===== config.mk =====
export PLATFORM = sky130hd
export DESIGN_NAME = srol_top
export DESIGN_NICKNAME = d
export VERILOG_FILES = /design/src/include/srol_pkg.sv /design/src/verilog/srol_fifo2.sv /design/src/verilog/srol_top.sv
export SDC_FILE = /design/constraint.sdc
export NUM_CORES = 1
export LEC_CHECK = 0
export BUFFER_PORTS_ARGS = -buffer_cell sky130_fd_sc_hd__buf_2
export CORE_MARGIN = 8
export CORE_UTILIZATION = 30
export CTS_CLUSTER_DIAMETER = 120
export DETAILED_ROUTE_END_ITERATION = 7
export MAX_ROUTING_LAYER = met4
export REMOVE_ABC_BUFFERS = 1
export SLEW_MARGIN = 5
export SYNTH_ARGS = -nofsm -noshare
export SYNTH_HDL_FRONTEND = slang
export SYNTH_SLANG_ARGS = --single-unit

===== constraint.sdc =====
create_clock -name i_sys_clk -period 2.92 [get_ports i_sys_clk]
set_input_delay 0.292 -clock i_sys_clk [delete_from_list [all_inputs] [get_ports i_sys_clk]]
set_output_delay 0.292 -clock i_sys_clk [all_outputs]
set_load 0.05 [all_outputs]

===== src/include/srol_pkg.sv =====
// shared constants for the shift register with output latch
package srol_pkg;
  localparam int SROL_WIDTH = 8;
  localparam int SROL_FIFO_DEPTH = 2;
  localparam int SROL_PIN_COUNT = 5;
  // pin positions inside the synchroniser vector
  localparam int SROL_PIN_DATA = 0;
  localparam int SROL_PIN_SCLK = 1;
  localparam int SROL_PIN_SCLR = 2;
  localparam int SROL_PIN_TCLK = 3;
  localparam int SROL_PIN_TCLR = 4;
  // reset values and the full buffer count
  localparam logic [SROL_WIDTH-1:0] SROL_SHIFT_RST = 8'h00;
  localparam logic [SROL_WIDTH-1:0] SROL_STORE_RST = 8'h00;
  localparam logic [SROL_PIN_COUNT-1:0] SROL_SYNC_RST = 5'h00;
  localparam logic [1:0] SROL_COUNT_RST = 2'h0;
  localparam logic [1:0] SROL_COUNT_FULL = 2'h2;
endpackage


===== src/verilog/srol_fifo2.sv =====
// two-entry buffer for captured storage words
`timescale 1ns/1ps
`default_nettype none
module srol_fifo2
  import srol_pkg::*;
(
  // clock and reset
  input wire logic i_clk,
  input wire logic i_rst_n,
  // filling side
  input wire logic i_in_valid,
  output logic o_in_ready,
  input wire logic [SROL_WIDTH-1:0] i_in_data,
  // draining side
  output logic o_out_valid,
  input wire logic i_out_ready,
  output logic [SROL_WIDTH-1:0] o_out_data
);
  logic [SROL_WIDTH-1:0] mem_reg [SROL_FIFO_DEPTH];
  logic wr_ptr_reg;
  logic rd_ptr_reg;
  logic [1:0] count_reg;
  logic push;
  logic pop;

  assign o_in_ready = (count_reg != SROL_COUNT_FULL);
  assign o_out_valid = (count_reg != SROL_COUNT_RST);
  assign o_out_data = mem_reg[rd_ptr_reg];
  assign push = i_in_valid && o_in_ready;
  assign pop = o_out_valid && i_out_ready;

  always_ff @(posedge i_clk or negedge i_rst_n) begin
    if (!i_rst_n) begin
      mem_reg[0] <= SROL_STORE_RST;
      mem_reg[1] <= SROL_STORE_RST;
    end else if (push) begin
      mem_reg[wr_ptr_reg] <= i_in_data;
    end
  end

  always_ff @(posedge i_clk or negedge i_rst_n) begin
    if (!i_rst_n) begin
      wr_ptr_reg <= 1'b0;
      rd_ptr_reg <= 1'b0;
    end else begin
      if (push) wr_ptr_reg <= ~wr_ptr_reg;
      if (pop) rd_ptr_reg <= ~rd_ptr_reg;
    end
  end

  always_ff @(posedge i_clk or negedge i_rst_n) begin
    if (!i_rst_n) begin
      count_reg <= SROL_COUNT_RST;
    end else if (push && !pop) begin
      count_reg <= count_reg + 2'h1;
    end else if (pop && !push) begin
      count_reg <= count_reg - 2'h1;
    end
  end
endmodule // srol_fifo2
`default_nettype wire


===== src/verilog/srol_top.sv =====
// eight-bit shift register feeding an eight-bit storage register
// How it works
// eight-stage serial shift register copied in parallel into storage register.
// shift clear low empties every shift stage whatever else happens.
// shift clock rise with clear high shifts serial input into stage one.
// shift clock fall changes nothing; only rises advance the shift register.
// storage clear low empties the storage register independent of everything.
// storage clock rise with clear high copies shift stages into storage.
// storage clock fall leaves the storage register unchanged.
// each register has own clock and clear; clear overrides clock.
// with tied clocks, storage takes shift contents from before the edge.
// cascade output carries shifted data on to the next device.
// cascade follows last stage; parallel outputs show storage, stage one lowest.
// controller sets data before shift rise, eight shifts, then storage pulse.
`timescale 1ns/1ps
`default_nettype none
module srol_top
  import srol_pkg::*;
(
  // system
  input wire logic i_sys_clk,
  input wire logic i_rstn,
  // controller pins
  input wire logic i_serial_in,
  input wire logic i_shift_clock,
  input wire logic i_shift_clear_n,
  input wire logic i_storage_clock,
  input wire logic i_storage_clear_n,
  // device pins
  output logic o_cascade_out,
  output logic [SROL_WIDTH-1:0] o_parallel_out,
  // captured word stream
  output logic o_load_ready,
  output logic o_word_valid,
  input wire logic i_word_ready,
  output logic [SROL_WIDTH-1:0] o_word_data
);
  // ----------------------------------------------------------------
  // reset release
  // ----------------------------------------------------------------
  logic rst_meta_reg;
  logic rst_n;

  always_ff @(posedge i_sys_clk or negedge i_rstn) begin
    if (!i_rstn) begin
      rst_meta_reg <= 1'b0;
      rst_n <= 1'b0;
    end else begin
      rst_meta_reg <= 1'b1;
      rst_n <= rst_meta_reg;
    end
  end

  // ----------------------------------------------------------------
  // pin synchronisers
  // ----------------------------------------------------------------
  logic [SROL_PIN_COUNT-1:0] pins;
  logic [SROL_PIN_COUNT-1:0] sync1_reg;
  logic [SROL_PIN_COUNT-1:0] sync2_reg;
  logic sclk_prev_reg;
  logic tclk_prev_reg;

  assign pins[SROL_PIN_DATA] = i_serial_in;
  assign pins[SROL_PIN_SCLK] = i_shift_clock;
  assign pins[SROL_PIN_SCLR] = i_shift_clear_n;
  assign pins[SROL_PIN_TCLK] = i_storage_clock;
  assign pins[SROL_PIN_TCLR] = i_storage_clear_n;

  always_ff @(posedge i_sys_clk or negedge rst_n) begin
    if (!rst_n) begin
      sync1_reg <= SROL_SYNC_RST;
      sync2_reg <= SROL_SYNC_RST;
    end else begin
      sync1_reg <= pins;
      sync2_reg <= sync1_reg;
    end
  end

  // clock pins are sampled, so each needs about two system clocks per level
  always_ff @(posedge i_sys_clk or negedge rst_n) begin
    if (!rst_n) begin
      sclk_prev_reg <= 1'b0;
      tclk_prev_reg <= 1'b0;
    end else begin
      sclk_prev_reg <= sync2_reg[SROL_PIN_SCLK];
      tclk_prev_reg <= sync2_reg[SROL_PIN_TCLK];
    end
  end

  logic sdata;
  logic shift_clr_n;
  logic store_clr_n;
  logic shift_rise;
  logic store_rise;

  assign sdata = sync2_reg[SROL_PIN_DATA];
  assign shift_clr_n = sync2_reg[SROL_PIN_SCLR];
  assign store_clr_n = sync2_reg[SROL_PIN_TCLR];
  // falling edges are simply never decoded
  assign shift_rise = sync2_reg[SROL_PIN_SCLK] && !sclk_prev_reg;
  assign store_rise = sync2_reg[SROL_PIN_TCLK] && !tclk_prev_reg;

  // ----------------------------------------------------------------
  // shift register
  // ----------------------------------------------------------------
  logic [SROL_WIDTH-1:0] shift_reg;

  always_ff @(posedge i_sys_clk or negedge rst_n) begin
    if (!rst_n) begin
      shift_reg <= SROL_SHIFT_RST;
    end else if (!shift_clr_n) begin
      shift_reg <= SROL_SHIFT_RST;
    end else if (shift_rise) begin
      shift_reg <= {shift_reg[SROL_WIDTH-2:0], sdata};
    end
  end

  // ----------------------------------------------------------------
  // storage register
  // ----------------------------------------------------------------
  logic [SROL_WIDTH-1:0] store_reg;
  logic store_load;

  assign store_load = store_rise && store_clr_n;

  // non-blocking read of shift_reg gives the pre-edge value for tied clocks
  always_ff @(posedge i_sys_clk or negedge rst_n) begin
    if (!rst_n) begin
      store_reg <= SROL_STORE_RST;
    end else if (!store_clr_n) begin
      store_reg <= SROL_STORE_RST;
    end else if (store_rise) begin
      store_reg <= shift_reg;
    end
  end

  assign o_cascade_out = shift_reg[SROL_WIDTH-1];
  assign o_parallel_out = store_reg;

  // ----------------------------------------------------------------
  // word buffer
  // ----------------------------------------------------------------
  // a load that finds the buffer full still updates the pins; the
  // stream copy is dropped, which o_load_ready low warns about
  srol_fifo2 srol_fifo2_i (
    .i_clk(i_sys_clk),
    .i_rst_n(rst_n),
    .i_in_valid(store_load),
    .o_in_ready(o_load_ready),
    .i_in_data(shift_reg),
    .o_out_valid(o_word_valid),
    .i_out_ready(i_word_ready),
    .o_out_data(o_word_data)
  );
endmodule // srol_top
`default_nettype wire


* After elaboration in Yosys (flattened, before gate mapping)
Cells that the tools add are included.
** Word-level totals
- Register bits after elaboration :: 50
- Input bits :: 8
- Output and inout bits :: 19
- Word-level logic and storage cells :: 51
** Cells by class
- Add/sub/neg operators :: 2
- Order comparisons :: 3
- Equality and inequality tests :: 3
- Multiplexer cells :: 12
- Bitwise logic cells :: 4
- Reduce and logical (&&, ||, !) cells :: 14
** Operators with widths (count)
- $mux W8 :: 8
- $bwmux W16 :: 1
- $demux W8 S1 :: 1
- $logic_and A1 B1 Y1 :: 8
- $ge A2 B2 Y1 const B :: 2
- $logic_not A1 Y1 :: 4
- $mux W2 :: 2
- $ne A2 B1 Y1 const B :: 2
- $not A1 Y2 :: 2
- $reduce_bool A2 Y1 :: 2
- $add A2 B1 Y2 const B :: 1
- $lt A2 B1 Y1 const B :: 1
- $ne A2 B2 Y1 const B :: 1
- $not A1 Y1 :: 2
- $sub A2 B1 Y2 const B :: 1

* Logic depth before layout (Yosys ltp)
- Word-level depth :: 8
- Depth in mapped cells :: 7
- Mapped depth without buffers :: 6

* Cells and area by module
Synthesis repeated with hierarchy kept, for this count alone.
** Second synthesis, totals
- Cells, all modules :: 140
- Area total of the unflattened synthesis :: 2065.7 µm²
** By module, submodules not included
- srol_top :: times used 1, cells an instance 80, area each 1096.1 µm², sequential area each 750.7 µm²
- srol_fifo2 :: times used 1, cells an instance 60, area each 969.7 µm², sequential area each 500.5 µm²

* Least setup slack after synthesis
Ideal clock, no wire load.
- Path type :: register to register
- From :: register srol_fifo2_i.count_reg[1]
- To :: register srol_fifo2_i.count_reg[1]
- Setup time :: 0.126 ns
- Arrival time :: 1.469 ns
- Required time :: 2.794 ns
- Setup slack :: 1.325 ns
- Stages on the path, launching flop included :: 7
- Path buffers :: 0
- Clock period less this slack :: 1.595 ns
- Cell sequence :: dfrtp_1 -> or2_2 -> nand2_1 -> ha_1 -> xor2_1 -> nor2_1 -> xor2_1
** Between the ends
- Longest elaborated chain between the ends :: 5
- Elaborated cells on any way between the ends :: 13
- Those cells by class :: 2 x add/sub; 1 x eq/ne; 2 x mux; 8 x reduce/logical
** Ends and longest elaborated chain
- start: declaration :: RTL line srol_fifo2.sv:22 : logic [1:0] count_reg;
- start signal: assignment :: RTL line srol_fifo2.sv:55 : count_reg <= count_reg + 2'h1;
- start signal: assignment :: RTL line srol_fifo2.sv:57 : count_reg <= count_reg - 2'h1;
- $reduce_bool A2 Y1 (*) :: RTL line srol_fifo2.sv:27 : assign o_out_valid = (count_reg != SROL_COUNT_RST);
- net o_word_valid :: RTL line srol_top.sv:34 : output logic o_word_valid,
- $logic_and A1 B1 Y1 (*) :: RTL line srol_fifo2.sv:30 : assign pop = o_out_valid && i_out_ready;
- $logic_not A1 Y1 :: RTL line srol_fifo2.sv:54 : end else if (push && !pop) begin
- $logic_and A1 B1 Y1 :: RTL line srol_fifo2.sv:54
- $mux W2 or $reduce_bool A2 Y1 (tied branches)
The timed path passes the listed nets; every way through them passes the cells marked *. The select of a mux whose other input is x is not followed.
A chain may end at the register's enable or synchronous reset.

* Worst setup path in the final report
- From :: register srol_fifo2_i.rd_ptr_reg
- To :: output port o_word_data[2]
** Between the ends
- Longest elaborated chain between the ends :: 4
** Ends and longest elaborated chain
- start: declaration :: RTL line srol_fifo2.sv:21 : logic rd_ptr_reg;
- start signal: assignment :: RTL line srol_fifo2.sv:47 : if (pop) rd_ptr_reg <= ~rd_ptr_reg;
- $not A1 Y2 (not written as such) :: RTL line srol_fifo2.sv:28 : assign o_out_data = mem_reg[rd_ptr_reg];
- $mux W8 (not written as such) (3 in a row) :: RTL line srol_fifo2.sv:28
- end: declaration :: RTL line srol_top.sv:36 : output logic [SROL_WIDTH-1:0] o_word_data
Every way passes these cells. The select of a mux whose other input is x is not followed.

==> out/metrics.yaml <==
run_status:
  status: "finished, final reports clean"
logic_synthesis:
  synthArstFlopShare_pct: 100.0
  synth_area_um2: 2007
  synth-warning-count: 0
  ys_types: 22
  synthFlopType: "dfrtp_1"
  synthCells: 147
  synth.avg_cell_area_um2: 13.65
  ys_seq_area_share_pct: 62.34
  synth_seq_cells: 50
  synth_edf_count: 0
route:
  firstDrtPassIters: 4
  routed_wl_um: 3627
  wire_per_inst_um: 14.22
  drc: 0
  dr.first_iter.drc_count: 49
  postRouteAntennaNets: 0
  viasPerCell: 4.325
  vias: 1103
sta:
  slew_headroom_pct: 30.24
  skew_ps: 9.001
  slew_violations: 0
  fin_crit_ps: 1830
  setup_tns_ps: 0
  final-setup-viol-count: 0
  timing.hold.ws_ps: 83.87
  final_hold_viol_count: 0
  worst_pin_slew_ps: 1046
  fmax_mhz: 546.3
  period_share_pct: 62.68
  rsz0062_at_grt: "false"
place:
  port_buffers: 26
  placed_cell_area_um2: 2186
  dp_hpwl_um: 2428
  routabilityCongestion: 0.7537
clock_network:
  cts_buffers: 5
  h-tree-depth: 2
  worstSkewPairLatency_ps: 300
  clkTransAtPathRegs_ps: 100
  cts_tree: "done"
  cts-resized-gates: 0
  cts_buffer_depth: 2
  cts_root_buf: "clkbuf_8"
  cts_sinks: 50
floorplan:
  initial_core_util_pct: 30.21
  die_h_um: 97.79
  die_w_um: 97.79
  core_area_um2: 6644
  rows: 30
  io_pins: 27
  die_area_um2: 9563
setup_path:
  arrival_ps: 1540
  crit_path_top_delay_cell: "dfrtp_1"
  critPathCaptureType: "output port"
  crit_required_ps: 2630
  crit_chain: "mux2_2 > buf_2"
  cp_max_fo: 9
  max_stage_delay_ps: 640
  r2r_slack_ps: 1350
  crit_type: "flop to output port"
  crit_path_start_kind: "flop"
cells_and_area:
  fin_nets: 183
  fillers: 655
  final_cell_area_um2: 2286
  area_growth_pct: 13.90
  antenna_cells: 0
  drive_above_1_share_pct: 37.14
  largest_reg_flops: 16
power_and_ir_drop:
  p_per_area_nw_per_um2: 653.7
  p_leak_nw: 1.108
  ir_worst_vdd_mv: 0.3833
grt:
  grt_pass1_vias: 1183
  grt_pass1_wl_um: 6051
  grt.total_usage_pct: 8.327
  antenna_found_initial: 0
  grt_overflow_total: 0
  grt_max_degree: 49
min_path:
  hold_path.class: "input pin to flop"
flow_run:
  drv_cap: 0
==> cell type report <==
type | instances | area, um2 | share of cell area (%)
clock inverters | 3 | 21.27 | 0.9305
clock buffers | 5 | 68.82 | 3.010
flip-flops and latches | 50 | 1252 | 54.79
multi-input cells | 90 | 703.2 | 30.76
well taps | 80 | 100.1 | 4.379
repair buffers | 27 | 140.1 | 6.130
==> critical path: cells and delay by family, from the launching register on <==
kind,cells,cell delay [ps]
flops,1,640
mux,1,390
buf+inv,1,210
==> cells by family (layout without fill, tap and decap cells) <==
family          after synthesis  after routing  share of synthesized area [%]
flops                        50             50                          62.34
simple gates                 43             43                          11.10
mux                          24             24                          14.96
compound gates               16             16                          5.985
buf+inv                       7             35                          2.618
xor+xnor                      5              5                          2.182
fa+ha+maj                     1              1                         0.6233
other cells                   1              1                         0.1869
==> layout by cell type (no fill, tap or decap) <==
| cell type | Yosys | final |
|---|---|---|
| dfrtp_1 | 50 | 49 |
| nand2_1 | 33 | 33 |
| buf_2 | 2 | 26 |
| mux2_2 | 16 | 16 |
| a21boi_0 | 16 | 16 |
| mux2_4 | 8 | 8 |
| clkbuf_8 | 0 | 5 |
| xor2_1 | 3 | 3 |
| nand2b_1 | 2 | 2 |
| xnor2_1 | 2 | 2 |
| nand2b_4 | 1 | 1 |
| nor2b_4 | 1 | 1 |
| and3_2 | 1 | 1 |
| or2_2 | 1 | 1 |
| nand4b_4 | 1 | 1 |
| and4_4 | 1 | 1 |
| nor2b_1 | 1 | 1 |
| nor2_1 | 1 | 1 |
| ha_1 | 1 | 1 |
| clkinvlp_4 | 0 | 1 |
| clkinv_4 | 0 | 1 |
| clkinv_2 | 0 | 1 |
| dlygate4sd3_1 | 0 | 1 |
| conb_1 | 1 | 1 |
| dfrtp_2 | 0 | 1 |
==> timing repair <==
| action | CTS | global route |
|---|---|---|
| setup buffers | 0 | 0 |
| hold buffers | 1 | 0 |
| hold endpoints to repair | 2 | 0 |
==> worst paths after layout <==
| path | startpoint | end | cells past startpoint |
|---|---|---|---|
| worst max-delay path | srol_fifo2_i.rd_ptr_reg$_DFFE_PN0P_ | o_word_data[2] | 2 |
| worst min-delay path | i_serial_in | sync1_reg[0]$_DFF_PN0_ | 1 |
| worst max register to register | sync2_reg[3]$_DFF_PN0_ | srol_fifo2_i.count_reg[1]$_DFFE_PN0P_ | 6 |
| worst min register to register | sync1_reg[4]$_DFF_PN0_ | sync2_reg[4]$_DFF_PN0_ | 0 |
| max in group asynchronous | rst_n$_DFF_PN0_ | srol_fifo2_i.count_reg[1]$_DFFE_PN0P_ | 0 |
| min in group asynchronous | i_rstn | rst_n$_DFF_PN0_ | 2 |
==> power by group <==
part | switching [mW] | internal [mW]
registers | 0.0813 | 0.743
logic | 0.150 | 0.119
clock network | 0.232 | 0.169
==> layer usage <==
layer,global-route usage (%),vias up,share of wire (%)
li1,-,535,-
met1,10.91,539,52
met2,11.23,21,42
met4,3.957,0,1.9
met3,2.774,8,4.1
met5,-,-,0
==> Yosys cell counts (2+ instances only) <==
library cell	number	area [um2]
a21boi_0	16	120.1
clkbuf_1	3	11.26
xnor2_1	2	17.52
mux2_4	8	120.1
buf_2	2	10.01
nand2b_1	2	12.51
dfrtp_1	50	1251
mux2_2	16	180.2
xor2_1	3	26.28
nand2_1	33	123.9
==> stage by stage <==
| stage | cells | util [%] | power, mW | setup slack (ps) |
|---|---|---|---|---|
| 2_1_floorplan | 140 | - | 1.040 | 1325 |
| 4_1_cts | 255 | 34.41 | 1.519 | 1056 |
| 3_5_place_dp | 246 | 32.90 | 1.114 | 1365 |
| 6_report | 255 | 34.41 | 1.494 | 1090 |
| 5_1_grt | 255 | 34.41 | 1.575 | 1015 |
| 3_3_place_gp | 246 | 32.90 | 1.110 | 1393 |
Note: power is estimated with default switching activity, not from simulation.
